<file path="src/hdl/tprc_pkg.sv">
// Package of constants and types for the tape receiver punch control
package tprc_pkg;
  localparam int unsigned CLK_HZ          = 10_000_000;
  localparam int unsigned CLK_PERIOD_NS   = 100;
  localparam int unsigned FEED_DELAY_US   = 725;
  localparam int unsigned FEED_DELAY_CYC  = (FEED_DELAY_US * 1000) / CLK_PERIOD_NS;
  localparam int unsigned CNT_W           = 8;
  localparam logic [7:0]  CNT_RESET_VAL   = 8'h00;
  localparam logic [7:0]  CNT_FIRST_VAL   = 8'hff;
  localparam logic [7:0]  CNT_TERMINAL    = 8'h5f;
  localparam int unsigned CHAR_W          = 8;
  localparam int unsigned ALARM_INPUTS    = 7;
  localparam int unsigned PWR_DELAY_CYC   = 16;
  localparam int unsigned DLY_W           = 13;
  localparam int unsigned PWR_W           = 5;
  localparam logic [12:0] FEED_DELAY_CNT  = 13'(FEED_DELAY_CYC);
  localparam logic [4:0]  PWR_DELAY_CNT   = 5'(PWR_DELAY_CYC);

  typedef enum logic [1:0] {
    TPRC_SRC_NONE     = 2'b00,
    TPRC_SRC_PARALLEL = 2'b01,
    TPRC_SRC_SERIAL   = 2'b10
  } tprc_src_e;

  // Rising and falling edge of a synchronised level
  function automatic logic tprc_rise(input logic now_v, input logic old_v);
    return now_v & ~old_v;
  endfunction

  function automatic logic tprc_fall(input logic now_v, input logic old_v);
    return ~now_v & old_v;
  endfunction
endpackage

</file>
<file path="src/hdl/tprc_buf.sv">
// Two-entry character buffer with valid/ready on both sides
`timescale 1ns/100ps
module tprc_buf
  import tprc_pkg::*;
(
  input  wire logic              clk,
  input  wire logic              arst_n,
  input  wire logic              in_valid,
  output logic                   in_ready,
  input  wire logic [CHAR_W-1:0] in_data,
  output logic                   out_valid,
  input  wire logic              out_ready,
  output logic [CHAR_W-1:0]      out_data
);
  typedef struct packed {
    logic [1:0][CHAR_W-1:0] mem;
    logic                   rd_ptr;
    logic                   wr_ptr;
    logic [1:0]             count;
  } tprc_buf_s;

  tprc_buf_s st_reg;
  tprc_buf_s st_next;
  logic      push;
  logic      pop;

  assign in_ready  = (st_reg.count != 2'h2);
  assign out_valid = (st_reg.count != 2'h0);
  assign out_data  = st_reg.mem[st_reg.rd_ptr];
  assign push      = in_valid & in_ready;
  assign pop       = out_valid & out_ready;

  always_comb begin
    st_next = st_reg;
    if (push) begin
      st_next.mem[st_reg.wr_ptr] = in_data;
      st_next.wr_ptr             = ~st_reg.wr_ptr;
    end
    if (pop) begin
      st_next.rd_ptr = ~st_reg.rd_ptr;
    end
    if (push && !pop) begin
      st_next.count = st_reg.count + 2'h1;
    end else if (pop && !push) begin
      st_next.count = st_reg.count - 2'h1;
    end
  end

  always_ff @(posedge clk or negedge arst_n) begin
    if (!arst_n) begin
      st_reg <= '0;
    end else begin
      st_reg <= st_next;
    end
  end
endmodule

</file>
<file path="src/hdl/tprc_sync.sv">
// Two-stage synchroniser with edge outputs
`timescale 1ns/100ps
module tprc_sync
  import tprc_pkg::*;
(
  input  wire logic clk,
  input  wire logic arst_n,
  input  wire logic din,
  output logic      level,
  output logic      rise,
  output logic      fall
);
  typedef struct packed {
    logic s1;
    logic s2;
    logic s3;
  } tprc_sync_s;

  tprc_sync_s st_reg;
  tprc_sync_s st_next;

  always_comb begin
    st_next    = st_reg;
    st_next.s1 = din;
    st_next.s2 = st_reg.s1;
    st_next.s3 = st_reg.s2;
  end

  always_ff @(posedge clk or negedge arst_n) begin
    if (!arst_n) begin
      st_reg <= '0;
    end else begin
      st_reg <= st_next;
    end
  end

  assign level = st_reg.s2;
  assign rise  = tprc_rise(st_reg.s2, st_reg.s3);
  assign fall  = tprc_fall(st_reg.s2, st_reg.s3);
endmodule

</file>
<file path="src/hdl/tprc_top.sv">
// Punch source select, tape alarms and feed-fault counter of the tape receiver
//
// Summary of operation
// Parallel sample sets parallel mode
// Parallel character punched on sample falling edge
// Serial sample clears parallel mode
// Marking bits prime levels, spacing inhibits
// Serial character punched at sample end
// Supply-low only lights its lamp
// Supply exhausted cuts off the sender
// Exhausted and missing latches, own-button clear
// Loop-short latch holds after sensor release
// Waste-bin full only lights its lamp
// Eight-bit drive counter, reset by puller
// Feed fault before 161/162 pulses without puller; the code raises it on the 162nd drive fall
// Power-up holds reset then one pulse
// First pulse loads 255, then decrement
// Stage weights 1 through 128 binary
// Count 95 asserts terminal detector
// Next drive fall at terminal sets fault
// Puller latch cleared by 725us delay
// Combined button clears loop-short, restores feed
// Alarm relay held only when all inactive
// Seven alarm gate inputs
// Power off releases alarm relay
// Busy-out toggle marks out of service
// Inputs synchronised and edge-detected; power_ok, blank_feed and char_feed are used unsynchronised
`timescale 1ns/100ps
module tprc_top
  import tprc_pkg::*;
(
  input  wire logic              clk,
  input  wire logic              arst_n,
  input  wire logic              power_ok,
  input  wire logic              par_sample,
  input  wire logic [CHAR_W-1:0] par_bits,
  input  wire logic              ser_sample,
  input  wire logic [CHAR_W-1:0] ser_bits,
  input  wire logic              drive_pulse,
  input  wire logic              puller_pulse,
  input  wire logic              blank_feed,
  input  wire logic              char_feed,
  input  wire logic              busy_button,
  input  wire logic              supply_low_sw,
  input  wire logic              supply_exh_sw,
  input  wire logic              tape_missing_sw,
  input  wire logic              loop_short_sw,
  input  wire logic              waste_full_sw,
  input  wire logic              exh_clear_button,
  input  wire logic              missing_clear_button,
  input  wire logic              loop_feed_button,
  output logic                   punch_valid,
  input  wire logic              punch_ready,
  output logic [CHAR_W-1:0]      punch_data,
  output logic                   parallel_mode,
  output logic                   serial_mode,
  output logic                   supply_low_lamp,
  output logic                   waste_full_lamp,
  output logic                   supply_exhausted_alarm,
  output logic                   tape_missing_lamp,
  output logic                   loop_short_alarm,
  output logic                   feed_fault_lamp,
  output logic                   busy_lamp,
  output logic                   sender_cutoff,
  output logic                   alarm_relay,
  output logic [CNT_W-1:0]       feed_count,
  output logic                   char_overrun
);
  // ==========================================================
  // Input synchronisers
  // ==========================================================
  localparam int unsigned NSYNC = 12;

  logic [NSYNC-1:0] raw_in;
  logic [NSYNC-1:0] lvl;
  logic [NSYNC-1:0] rise;
  logic [NSYNC-1:0] fall;

  assign raw_in = {loop_feed_button, missing_clear_button, exh_clear_button, waste_full_sw,
                   loop_short_sw, tape_missing_sw, supply_exh_sw, busy_button,
                   puller_pulse, drive_pulse, ser_sample, par_sample};

  // Synchronise the twelve edge-detected inputs
  for (genvar gi = 0; gi < NSYNC; gi++) begin : g_sync
    tprc_sync u_sync (
      .clk    (clk),
      .arst_n (arst_n),
      .din    (raw_in[gi]),
      .level  (lvl[gi]),
      .rise   (rise[gi]),
      .fall   (fall[gi])
    );
  end

  // Index names of synchronised inputs
  localparam int unsigned I_PAR   = 0;
  localparam int unsigned I_SER   = 1;
  localparam int unsigned I_DRV   = 2;
  localparam int unsigned I_PULL  = 3;
  localparam int unsigned I_BUSY  = 4;
  localparam int unsigned I_EXH   = 5;
  localparam int unsigned I_MISS  = 6;
  localparam int unsigned I_LOOP  = 7;
  localparam int unsigned I_WASTE = 8;
  localparam int unsigned I_EXHC  = 9;
  localparam int unsigned I_MISSC = 10;
  localparam int unsigned I_LOOPF = 11;

  // Character data delayed to match synchroniser latency
  logic [CHAR_W-1:0] par_d1;
  logic [CHAR_W-1:0] par_d2;
  logic [CHAR_W-1:0] ser_d1;
  logic [CHAR_W-1:0] ser_d2;

  always_ff @(posedge clk or negedge arst_n) begin
    if (!arst_n) begin
      par_d1 <= '0;
      par_d2 <= '0;
      ser_d1 <= '0;
      ser_d2 <= '0;
    end else begin
      par_d1 <= par_bits;
      par_d2 <= par_d1;
      ser_d1 <= ser_bits;
      ser_d2 <= ser_d1;
    end
  end

  // ==========================================================
  // State
  // ==========================================================
  typedef struct packed {
    tprc_src_e          src;
    logic               powered;
    logic [PWR_W-1:0]   pwr_cnt;
    logic               exh_latch;
    logic               miss_latch;
    logic               loop_latch;
    logic               feed_ok;
    logic               busy;
    logic               puller_latch;
    logic               cnt_loaded;
    logic [CNT_W-1:0]   cnt;
    logic               dly_run;
    logic [DLY_W-1:0]   dly_cnt;
    logic               overrun;
  } tprc_top_s;

  tprc_top_s         st_reg;
  tprc_top_s         st_next;
  logic              char_valid;
  logic              char_ready;
  logic [CHAR_W-1:0] char_data;
  logic              terminal;
  logic              cnt_clear;
  logic              feeding;

  assign feeding  = blank_feed | char_feed;
  // Terminal detector at 95
  assign terminal = st_reg.cnt_loaded & (st_reg.cnt == CNT_TERMINAL);

  // ==========================================================
  // Next-state logic
  // ==========================================================
  always_comb begin
    st_next    = st_reg;
    char_valid = 1'b0;
    char_data  = '0;
    cnt_clear  = 1'b0;

    // Counter held clear and capture blocked until powered
    // Power-on hold then release pulse
    if (!st_reg.powered) begin
      if (st_reg.pwr_cnt == PWR_DELAY_CNT) begin
        st_next.powered = 1'b1;
        cnt_clear       = 1'b1;
      end else begin
        st_next.pwr_cnt = st_reg.pwr_cnt + 5'h01;
      end
    end

    // Parallel sample selects parallel path
    if (rise[I_PAR]) begin
      st_next.src = TPRC_SRC_PARALLEL;
    end
    // Serial sample selects serial path
    if (rise[I_SER]) begin
      st_next.src = TPRC_SRC_SERIAL;
    end

    // Feeding and power-up block external data
    if (st_reg.powered && !feeding) begin
      // Punch parallel character on falling edge
      if (fall[I_PAR] && st_reg.src == TPRC_SRC_PARALLEL) begin
        char_valid = 1'b1;
        char_data  = par_d2;
      // Punch serial character at pulse end
      end else if (fall[I_SER] && st_reg.src == TPRC_SRC_SERIAL) begin
        char_valid = 1'b1;
        // Marking primes, spacing inhibits
        char_data  = ser_d2;
      end
    end
    if (char_valid && !char_ready) begin
      st_next.overrun = 1'b1;
    end

    // Exhausted and missing latches
    if (lvl[I_EXH]) begin
      st_next.exh_latch = 1'b1;
    end else if (rise[I_EXHC]) begin
      st_next.exh_latch = 1'b0;
    end
    if (lvl[I_MISS]) begin
      st_next.miss_latch = 1'b1;
    end else if (rise[I_MISSC]) begin
      st_next.miss_latch = 1'b0;
    end

    // Loop-short latch holds
    if (lvl[I_LOOP]) begin
      st_next.loop_latch = 1'b1;
    // Combined button clears or restores
    end else if (rise[I_LOOPF] && st_reg.loop_latch) begin
      st_next.loop_latch = 1'b0;
    end else if (rise[I_LOOPF] && !st_reg.feed_ok) begin
      st_next.feed_ok = 1'b1;
    end

    // Busy-out push toggle
    if (rise[I_BUSY]) begin
      st_next.busy = ~st_reg.busy;
    end

    // Puller pulses caught in a latch
    if (lvl[I_PULL]) begin
      st_next.puller_latch = 1'b1;
    end

    // Delay started by drive fall
    if (st_reg.dly_run) begin
      if (st_reg.dly_cnt == FEED_DELAY_CNT - 13'h0001) begin
        st_next.dly_run = 1'b0;
        if (st_reg.puller_latch) begin
          st_next.puller_latch = lvl[I_PULL];
          cnt_clear            = 1'b1;
        end
      end else begin
        st_next.dly_cnt = st_reg.dly_cnt + 13'h0001;
      end
    end

    // Count drive pulses
    if (fall[I_DRV] && st_reg.powered) begin
      st_next.dly_run = 1'b1;
      st_next.dly_cnt = '0;
      // Terminal plus drive fall clears feed flip-flop
      if (terminal) begin
        st_next.feed_ok = 1'b0;
      end
      // First pulse loads full count
      if (!st_reg.cnt_loaded) begin
        st_next.cnt_loaded = 1'b1;
        st_next.cnt        = CNT_FIRST_VAL;
      // Binary-weighted decrement
      end else if (st_reg.cnt != CNT_RESET_VAL) begin
        st_next.cnt = st_reg.cnt - 8'h01;
      end
    end

    // Puller reset keeps count short of fault
    if (cnt_clear || !st_reg.powered) begin
      st_next.cnt        = CNT_RESET_VAL;
      st_next.cnt_loaded = 1'b0;
    end
  end

  always_ff @(posedge clk or negedge arst_n) begin
    if (!arst_n) begin
      st_reg         <= '0;
      st_reg.src     <= TPRC_SRC_NONE;
      st_reg.feed_ok <= 1'b1;
    end else begin
      st_reg <= st_next;
    end
  end

  // ==========================================================
  // Supply-low lamp
  // ==========================================================
  // Lamp path only: never reaches capture or the alarm gate
  logic supply_low_q;
  logic supply_low_s1;

  always_ff @(posedge clk or negedge arst_n) begin
    if (!arst_n) begin
      supply_low_s1 <= 1'b0;
      supply_low_q  <= 1'b0;
    end else begin
      supply_low_s1 <= supply_low_sw;
      supply_low_q  <= supply_low_s1;
    end
  end

  // ==========================================================
  // Punch character buffer
  // ==========================================================
  tprc_buf u_buf (
    .clk       (clk),
    .arst_n    (arst_n),
    .in_valid  (char_valid),
    .in_ready  (char_ready),
    .in_data   (char_data),
    .out_valid (punch_valid),
    .out_ready (punch_ready),
    .out_data  (punch_data)
  );

  // ==========================================================
  // Outputs
  // ==========================================================
  assign parallel_mode = (st_reg.src == TPRC_SRC_PARALLEL);
  assign serial_mode   = (st_reg.src == TPRC_SRC_SERIAL);
  // Supply-low lamp only
  assign supply_low_lamp        = supply_low_q;
  // Waste-bin lamp only
  assign waste_full_lamp        = lvl[I_WASTE];
  assign supply_exhausted_alarm = st_reg.exh_latch;
  assign tape_missing_lamp      = st_reg.miss_latch;
  assign loop_short_alarm       = st_reg.loop_latch;
  assign feed_fault_lamp        = ~st_reg.feed_ok;
  assign busy_lamp              = st_reg.busy;
  // Exhausted supply stops the sender
  assign sender_cutoff          = st_reg.exh_latch;
  assign feed_count             = st_reg.cnt;
  assign char_overrun           = st_reg.overrun;

  // ==========================================================
  // Alarm gate
  // ==========================================================
  // Relay is held for no alarm, so loss of power reads as alarm
  // Seven-input alarm gate
  logic [ALARM_INPUTS-1:0] alarm_in;
  assign alarm_in = {blank_feed, char_feed, st_reg.busy, st_reg.exh_latch,
                     st_reg.miss_latch, st_reg.loop_latch, ~st_reg.feed_ok};
  // Relay held only when powered and clear
  assign alarm_relay = power_ok & st_reg.powered & ~(|alarm_in);
endmodule

</file>
<file path="config.mk">
export PLATFORM = sky130hd
export DESIGN_NAME = tprc_top
export DESIGN_NICKNAME = d
export VERILOG_FILES = /design/src/hdl/tprc_pkg.sv /design/src/hdl/tprc_buf.sv /design/src/hdl/tprc_sync.sv /design/src/hdl/tprc_top.sv
export SDC_FILE = /design/constraint.sdc
export NUM_CORES = 1
export LEC_CHECK = 0
export BUFFER_PORTS_ARGS = -buffer_cell sky130_fd_sc_hd__buf_2
export CAP_MARGIN = 20
export CORE_UTILIZATION = 55
export CTS_CLUSTER_DIAMETER = 60
export DETAILED_ROUTE_END_ITERATION = 8
export HOLD_SLACK_MARGIN = 0.02
export PLACE_DENSITY_LB_ADDON = 0.05
export SYNTH_ARGS = -nofsm -noshare
export SYNTH_HDL_FRONTEND = slang
export SYNTH_HIERARCHICAL = 1
export SYNTH_SLANG_ARGS = --single-unit
</file>
<file path="constraint.sdc">
create_clock -name clk -period 3.4 [get_ports clk]
set_input_delay 0.51 -clock clk [delete_from_list [all_inputs] [get_ports clk]]
set_output_delay 0.51 -clock clk [all_outputs]
set_load 0.005 [all_outputs]
</file>
==> key figures, run 1 <==
Clock network
  – CTS tree: done
  – Hold-fix buffers, CTS: 0
  – Clock tree buffer depth: 2
  – Clk_lat worst skew: 510 ps
  – Post_cts resized: 0
  – Clock-pin slew on the worst setup and hold paths: approximately 60 ps
  – Inserted Clock Buffers: 17
  – H-tree level count: 4
  – CTS sink cnt: 123
  – Clk Tree Root Cell: clkbuf_8
  – Post-CTS Setup Repair Bufs: 0

Final layout
  – Design Area, Final: between 5000 and 6000 um2
  – Final-stage net count: 473
  – Diodes inserted: 0
  – Max reg flops: 25
  – Layout cells sized above 1: 0.325
  – Fillers: 599
  – Area growth syn-to-layout: 19.3%

Timing
  – Minimum clock period after layout: 2590 ps
  – Worst Tran Pin Value: 771 ps
  – Fmax: 386 MHz
  – Setup TNS: 0 ps
  – Fin. max-slew vios: 0
  – Hold WS: about 37 ps
  – PnR worst setup slack: approximately 800 ps
  – RSZ-0062 raised after global routing: false
  – Final Skew: 12.1 ps
  – Final Hold Fails: 0
  – Final Cycle Share: 0.763
  – Worst relative slew slack: 0.486
  – Setup violators final: 0

Routing
  – Vias/cell: 5.24
  – # DRC: 0
  – Wirelength, routed: 8.53 mm
  – Wire per inst: 15.6 um
  – DRT iter0 DRCs: 58
  – Post-route ant nets: 0
  – Drt pass-1 iters: 4
  – Vias post-DR: 2871

Global routing
  – GRT Residual Overflow: 0
  – GRT Max-Usage Layer: met2
  – Met3 global-route usage: 0.0624
  – First-pass GRT wire length: around 14 mm
  – Antenna violations before repair: 0
  – Pin count of the biggest net entering global routing: 59
  – Gr usage total: 0.204
  – M1 GR Usage: 0.289
  – Grt met2 use: 0.295
  – Vias in the first global route: 2798

Pwr
  – Leak: ~2.7 nW
  – Final Power: 0.00395 W
  – Combinational power share: 0.105
  – Sequential Power Share: 0.454
  – P_sw: 0.00112 W
  – Total internal power: 0.00283 W
  – Clock Power Share: 0.441
  – Worst IR Drop VDD: 362 uV
  – Switching Fraction: 0.282
  – PwrDens: slightly below 700 nW/um2

Floorplan
  – DIE HEIGHT: 95.8 um
  – Core area: 8380 um2
  – Initial Utilization: 0.577
  – Cell Rows: 33
  – Die W: around 96 um
  – Io pins: 64
  – DIE AREA: ~9200 um2

Setup path
  – CP max stage cell: nor2b_1
  – WS Path Type: flop to flop
  – Critical path data arrival time: 2980 ps
  – CP endpoint kind: flop
  – Critical Path Start Type: flop
  – Crit-path max FO: 10
  – Worst path max stage delay: 530 ps
  – Crit-path cells: nor2b_1 > nand2_2 > a21o_1 > inv_1 > and3b_1 > mux2_4
  – CP required: between 3000 and 4000 ps

Place
  – Cell Area, Placed: 5190 um2
  – PortBufs: 63
  – Half-perimeter wire length after placement: roughly 5.7 mm
  – Final Wtd Congestion: 0.849
  – Pre-CTS setup slack: 855 ps

Synth
  – Mapped Avg Cell Area: 13.4 um2
  – Synthesized area: 4840 um2
  – Post-synth net total: between 400 and 500
  – Post-Syn Instances: 362
  – Synth warn: 6

Job
  – Maxcap violations: 0

Hold path
  – HP Class: input pin to asynchronous set/reset pin

Status
  – Outcome: finished, final reports clean
-- path summary, 6_finish.rpt --
kind | start | endpoint | slack [ps] | cells past startpoint
max | st_reg[37] | u_buf/st_reg[7] | 810 | 6
min | arst_n | st_reg[9] | 40 | 1
max reg2reg | st_reg[37] | u_buf/st_reg[7] | 810 | 6
min reg2reg | g_sync[7].u_sync/st_next[1] | g_sync[7].u_sync/level | 350 | 0
max in group asynchronous | arst_n | st_reg[26] | 2550 | 2
min in group clk | waste_full_sw | g_sync[8].u_sync/st_next[1] | 100 | 1
-- per-stage QoR --
stage | cells | util
final | 548 | 0.689
after global routing | 548 | 0.689
after CTS | 548 | 0.689
after detailed placement | 516 | 0.619
after global placement | 516 | 0.619
after floorplan | 362 | -
-- layer usage --
metal	vias to the layer above	part of all wire
met4	0	0.0087
met5	-	0
met2	65	0.48
met1	1416	0.48
met3	8	0.038
li1	1382	-
-- layout by cell type (no fill, tap or decap), types with 4 or more instances in the layout --
cell type,instances
buf_2,62
mux2_2,8
inv_6,5
dfrtp_1,122
nand3_1,18
xnor2_1,11
clkbuf_16,16
nor2b_1,9
inv_8,5
nand2_1,21
ha_1,8
xor2_1,9
mux2_4,16
a31oi_1,6
nand4_1,6
inv_1,15
a21o_1,6
nor2_1,26
a21oi_1,12
buf_4,4
-- worst max-delay path: cells and delay by family, from the launching register on --
kind	cells	cell delay, ps
and+or+nand+nor	3	1290
DFF	1	390
muxes	1	350
AOI/OAI and AO/OA	1	320
buffers and inverters	1	120
-- power by group through the flow --
stage / logic, W / registers, W / clock network (W)
after floorplan: 0.000329 / 0.00175 / 0
after global placement: 0.000404 / 0.00181 / 0
after detailed placement: 0.000415 / 0.00182 / 0
after CTS: 0.000422 / 0.00179 / 0.00179
after global routing: 0.000461 / 0.00182 / 0.00184
final: 0.000416 / 0.00179 / 0.00174
-- layout make-up --
| class | instances | area, um2 | area share |
|---|---|---|---|
| Inverter | 15 | 56.3 | 0.00975 |
| Multi-Input combinational cell | 207 | 1580 | 0.274 |
| Sequential cell | 123 | 3080 | 0.533 |
| Tap cell | 105 | 131 | 0.0227 |
| Clock buffer | 17 | 414 | 0.0717 |
| Timing Repair Buffer | 66 | 340 | 0.0589 |
| Clock inverter | 15 | 171 | 0.0297 |
(Power assumes the default switching activity.)
==> run 2: changes to the inputs <==
clock period = 2.69 ns   (was 3.4 ns; I/O delays follow)
==> run 2 against run 1 <==
Sequential cell count unchanged. Count of clock-buffer cells in the layout rose by 2. First-iteration DRC count increased by 41%. Power up 29%. Global-route usage increased by 2.0 points. Critical path type is now flop to output pin. Critical endpoint is now alarm_relay. Largest cell class unchanged. Highest routed layer unchanged.
==> key figures, run 2 (synthesis results as in run 1) <==
Setup path
  – Worst path max stage delay: 670 ps (was 530 ps)
  – Crit-path cells: or4b_2 > nor4_1 > buf_2 (was nor2b_1 > nand2_2 > a21o_1 > inv_1 > and3b_1 > mux2_4)
  – Reg2Reg Setup Slack: 460 ps (was 810 ps)
  – Crit-path max FO: 4 (was 10)
  – Critical path data arrival time: 1900 ps (was 2980 ps)
  – Critical Path Start Type: flop (unchanged)
  – WS Path Type: flop to output pin (was flop to flop)
  – WP buf/inv: 1 (unchanged)
  – CP required: 2290 ps (was 3790 ps)
  – CP max stage cell: or4b_2 (was nor2b_1)
  – CP endpoint kind: output pin (was flop)
  – Top delay family on crit path: simple AND/OR/NAND/NOR gates (unchanged)

Final layout
  – Final-stage net count: 504 (was 473)
  – Layout cells sized above 1: 0.302 (was 0.325)
  – Max reg flops: 25 (unchanged)
  – Commonest non-fill, non-tap cell in the layout: dfrtp_1 (unchanged)
  – Area growth syn-to-layout: 26.2% (was 19.3%)
  – Diodes inserted: 0 (unchanged)
  – Most frequent cells in the layout: dfrtp_1, buf_2, dlygate4sd3_1, nor2_1, nand2_1 (was dfrtp_1, buf_2, nor2_1, nand2_1, nand3_1)

Clock network
  – Post_cts resized: 0 (unchanged)
  – Clock tree buffer depth: 2 (unchanged)
  – CTS tree: done (unchanged)
  – H-tree level count: 4 (unchanged)
  – Clk_lat worst skew: 510 ps (about the same)
  – Clock-pin slew on the worst setup and hold paths: 60 ps (about the same)
  – Inserted Clock Buffers: 17 (unchanged)
  – CTS sink cnt: 123 (unchanged)
  – Clk Tree Root Cell: clkbuf_8 (unchanged)

Global routing
  – GRT Residual Overflow: 0 (unchanged)
  – Antenna violations before repair: 0 (unchanged)
  – First-pass GRT wire length: 15.0 mm (was 13.6 mm)
  – Vias in the first global route: 3071 (was 2798)
  – Pin count of the biggest net entering global routing: 52 (was 59)
  – Gr usage total: 0.224 (was 0.204)

Pwr
  – Worst IR Drop VDD: 574 uV (was 362 uV)
  – PwrDens: 835 nW/um2 (was 684 nW/um2)
  – Leak: 2.88 nW (was 2.75 nW)

Place
  – Half-perimeter wire length after placement: 5.72 mm (was 5.69 mm)
  – Pre-CTS setup slack: 518 ps (was 855 ps)
  – Final Wtd Congestion: 0.831 (was 0.849)
  – PortBufs: 63 (unchanged)

Hold path
  – HP Class: input pin to flop (was input pin to asynchronous set/reset pin)

Routing
  – # DRC: 0 (unchanged)
  – Wire per inst: 15.8 um (was 15.6 um)
  – Wirelength, routed: 9.15 mm (was 8.53 mm)
  – Drt pass-1 iters: 5 (was 4)
  – DRT iter0 DRCs: 82 (was 58)
  – Vias post-DR: 3011 (was 2871)
  – Vias/cell: 5.21 (was 5.24)
  – Post-route ant nets: 0 (unchanged)

Floorplan
  – Core area: 8380 um2 (unchanged)
  – Initial Utilization: 0.577 (unchanged)
  – Cell Rows: 33 (unchanged)
  – Io pins: 64 (unchanged)
  – DIE AREA: 9180 um2 (unchanged)
  – Die W: 95.8 um (unchanged)
  – DIE HEIGHT: 95.8 um (unchanged)

Timing
  – Setup violators final: 0 (unchanged)
  – Final Hold Fails: 0 (unchanged)
  – RSZ-0062 raised after global routing: false (unchanged)
  – Fin. max-slew vios: 0 (unchanged)
  – Final Cycle Share: 0.858
  – Hold WS: 214 ps (was 36.9 ps)
  – Final Skew: 13.4 ps (was 12.1 ps)
  – Fmax: 433 MHz
  – PnR worst setup slack: 382 ps (was 807 ps)
  – Minimum clock period after layout: ~2300 ps
  – Setup TNS: 0 ps (unchanged)
  – Worst Tran Pin Value: 641 ps (was 771 ps)
  – Worst relative slew slack: 0.573 (was 0.486)

Status
  – Outcome: finished, final reports clean (unchanged)

Job
  – Maxcap violations: 0 (unchanged)
## run 2: worst register-to-register path, cell delays in order (launching register included)
cell and delay (ps):
dfrtp_1 410, and2b_2 310, nand2_2 140, a21o_1 280, inv_1 110, and3b_1 510
mux2_4 350
## run 2: routing by layer
layer | vias to the layer above | wire length [um] | global-route usage
met3 | 4 | 374 | 0.0758
met1 | 1497 | 4170 | 0.293
met4 | 0 | 31 | 0.0634
met5 | - | 0 | 0
met2 | 75 | 4580 | 0.360
li1 | 1435 | - | -
## run 2: cell type report
| type | instances | area [um2] |
|---|---|---|
| Timing Repair Buffer | 97 | 661 |
| Clock buffer | 19 | 432 |
| Tap cell | 105 | 131 |
| Fill cell | 550 | 2280 |
| Sequential cell | 123 | 3080 |
| Inverter | 15 | 56.3 |
| Clock inverter | 12 | 164 |
| Multi-Input combinational cell | 207 | 1580 |
## run 2: path summary, 6_finish.rpt
kind / start / endpoint / cells after the start
min in group asynchronous: arst_n / st_reg[6] / 2
max in group asynchronous: arst_n / st_reg[26] / 3
worst max register to register: g_sync[0].u_sync/level / u_buf/st_reg[6] / 6
worst max-delay path: loop_short_alarm / alarm_relay / 3
worst min-delay path: punch_ready / u_buf/st_reg[3] / 3
worst min register to register: ser_d1[4] / ser_d2[4] / 0
## run 2: timing repair
action,in CTS,in global routing
hold buffers,30,0
setup buffers,0,0
endpoints found under the setup margin,0,0
endpoints found under the hold margin,76,0
## run 2: power by group
group	internal (W)	switching (W)
Clock	0.00144	0.000820
Combinational	0.000303	0.000259
Sequential	0.00203	0.000239
Total	0.00378	0.00132
## run 2: through the flow
stage | instance area, um2 | power (W) | instances | utilization
after floorplan | 4840 | 0.00263 | 362 | -
after global placement | 5210 | 0.00280 | 517 | 0.622
after detailed placement | 5210 | 0.00283 | 517 | 0.622
after CTS | 6110 | 0.00514 | 578 | 0.728
after global routing | 6110 | 0.00533 | 578 | 0.728
final | 6110 | 0.00510 | 578 | 0.728
==> run 3: changes to the inputs <==
CORE_ASPECT_RATIO = 0.9   (was unset)
==> run 3 against run 2 <==
Die area is essentially flat. Core utilization fell by 1.3 points. Critical endpoint unchanged. Sequential cell count stayed put. Wire length grew 0.24%. Sequential share of layout area down 0.23 points.
==> key figures, run 3 (synthesis results as in run 1) <==
Status
  – Outcome: finished, final reports clean (unchanged)

Clock network
  – Clock tree buffer depth: 2 (unchanged)
  – Post_cts resized: 0 (unchanged)
  – Inserted Clock Buffers: 17 (unchanged)
  – Clk_lat worst skew: 510 ps (about the same)
  – CTS tree: done (unchanged)
  – Clock-pin slew on the worst setup and hold paths: 60 ps (about the same)
  – CTS sink cnt: 123 (unchanged)
  – H-tree level count: 4 (unchanged)
  – Clk Tree Root Cell: clkbuf_8 (unchanged)

Setup path
  – Reg2Reg Setup Slack: 460 ps (about the same)
  – Critical Path Start Type: flop (unchanged)
  – Crit-path max FO: 4 (unchanged)
  – Crit-path cells: or4b_2 > nor4_1 > buf_2 (unchanged)
  – Worst Reg2Reg Path Length in Cells: 6 (unchanged)
  – WP depth: 3 (unchanged)
  – CP required: 2290 ps (about the same)
  – Capturing point of the worst reg2reg path: u_buf/st_reg[5] (was u_buf/st_reg[6])
  – Critical path data arrival time: 1990 ps (was 1900 ps)
  – WS Path Type: flop to output pin (unchanged)
  – Top delay family on crit path: simple AND/OR/NAND/NOR gates (unchanged)
  – Worst path max stage delay: 690 ps (was 670 ps)
  – CP max stage cell: or4b_2 (unchanged)
  – RR Startpoint: g_sync[0].u_sync/level (unchanged)
  – CP endpoint kind: output pin (unchanged)
  – WP buf/inv: 1 (unchanged)

Final layout
  – Layout cells sized above 1: 0.306 (was 0.302)
  – Final-stage net count: 505 (was 504)
  – Commonest non-fill, non-tap cell in the layout: dfrtp_1 (unchanged)
  – Area growth syn-to-layout: 26.7% (was 26.2%)
  – Design Area, Final: 6130 um2 (was 6110 um2)
  – Max reg flops: 25 (unchanged)
  – Diodes inserted: 0 (unchanged)
  – Most frequent cells in the layout: dfrtp_1, buf_2, dlygate4sd3_1, nor2_1, nand2_1 (unchanged)

Place
  – PortBufs: 63 (unchanged)
  – Cell Area, Placed: 5240 um2 (was 5210 um2)
  – Half-perimeter wire length after placement: 5.80 mm (was 5.72 mm)
  – Final Wtd Congestion: 0.782 (was 0.831)

Global routing
  – Pin count of the biggest net entering global routing: 41 (was 52)
  – Gr usage total: 0.230 (was 0.224)
  – First-pass GRT wire length: 15.7 mm (was 15.0 mm)
  – GRT Residual Overflow: 0 (unchanged)
  – Vias in the first global route: 3176 (was 3071)
  – Antenna violations before repair: 0 (unchanged)

Routing
  – Vias post-DR: 3074 (was 3011)
  – Wire per inst: 15.5 um (was 15.8 um)
  – DRT iter0 DRCs: 124 (was 82)
  – Post-route ant nets: 0 (unchanged)
  – Drt pass-1 iters: 4 (was 5)
  – Vias/cell: 5.18 (was 5.21)
  – Wirelength, routed: 9.18 mm (was 9.15 mm)
  – # DRC: 0 (unchanged)

Pwr
  – Final Power: 0.00511 W (was 0.00510 W)
  – PwrDens: 833 nW/um2 (was 835 nW/um2)
  – Leak: 2.89 nW (was 2.88 nW)
  – Worst IR Drop VDD: 611 uV (was 574 uV)

Hold path
  – Worst Hold Path EP: u_buf/st_reg[3] (unchanged)
  – HP Class: input pin to flop (unchanged)
  – Hold depth: 3 (unchanged)
  – HP Start: punch_ready (unchanged)

Timing
  – Final Hold Fails: 0 (unchanged)
  – Setup TNS: 0 ps (unchanged)
  – Final Skew: 5.76 ps (was 13.4 ps)
  – Fmax: 418 MHz (was 433 MHz)
  – Setup violators final: 0 (unchanged)
  – Fin. max-slew vios: 0 (unchanged)
  – Worst relative slew slack: 0.653 (was 0.573)
  – Minimum clock period after layout: 2390 ps (was 2310 ps)
  – RSZ-0062 raised after global routing: false (unchanged)
  – Final Cycle Share: 0.889 (was 0.858)
  – Worst Tran Pin Value: 520 ps (was 641 ps)

Floorplan
  – Io pins: 64 (unchanged)
  – DIE AREA: 9180 um2 (about the same)
  – Core area: 8570 um2 (was 8380 um2)
  – DIE HEIGHT: 91.0 um (was 95.8 um)
  – Initial Utilization: 0.565 (was 0.577)
  – Cell Rows: 32 (was 33)
  – Die W: 101 um (was 95.8 um)

Job
  – Maxcap violations: 0 (unchanged)
-- run 3: cell types whose count changed in the layout (fill, tap and decap cells not counted) --
cell,previous run,this run
clkbuf_8,2,1
clkbuf_1,1,0
inv_8,0,1
clkinv_4,4,3
buf_4,4,5
inv_6,3,5
-- run 3: power breakdown --
group	internal [W]	switching [W]	total (W)
registers	0.00203	0.000228	0.00226
clock network	0.00143	0.000855	0.00228
logic	0.000305	0.000264	0.000569
total	0.00376	0.00135	0.00511
-- run 3: layout make-up --
class	instances	area, um2
flip-flops and latches	123	3080
fillers	629	2430
multi-input cells	207	1580
repair buffers	98	668
clock buffers	17	414
clock inverters	14	184
well taps	119	149
inverters	15	56.3
-- run 3: through the flow --
stage,setup slack (ps),instances,utilization,hold WS (ps)
floorplan,609,362,-,108
global placement,593,532,0.611,331
detailed placement,476,532,0.611,336
CTS,262,593,0.716,183
global route,206,593,0.716,192
finish,298,593,0.716,200
-- run 3: layer usage --
metal  GRT usage  up-vias  routed length, um
met1       0.310     1530               4190
met2       0.356       99               4440
met4      0.0676        0                 70
li1            -     1438                  -
met5           0        -                  0
met3      0.0770        7                476
-- run 3: what timing repair did --
action | 4_1_cts | 5_1_grt
hold buffers | 30 | 0
buffers inserted | 0 | 0
hold endpoints to repair | 62 | 0
-- run 3: worst max-delay path by stage --
stage | startpoint | end | slack [ps]
floorplan | g_sync[0].u_sync/level | u_buf/st_reg[1] | 610
finish | loop_short_alarm | alarm_relay | 300
global route | loop_short_alarm | alarm_relay | 210
CTS | loop_short_alarm | alarm_relay | 260
global placement | g_sync[0].u_sync/level | u_buf/st_reg[11] | 590
detailed placement | g_sync[0].u_sync/level | u_buf/st_reg[11] | 480
-- run 3: worst min-delay path, delay by kind of cell --
family                 cells  cell delay (ps)
XOR/XNOR                   1               70
AND/OR/NAND/NOR            1               90
buffers and inverters      1               90
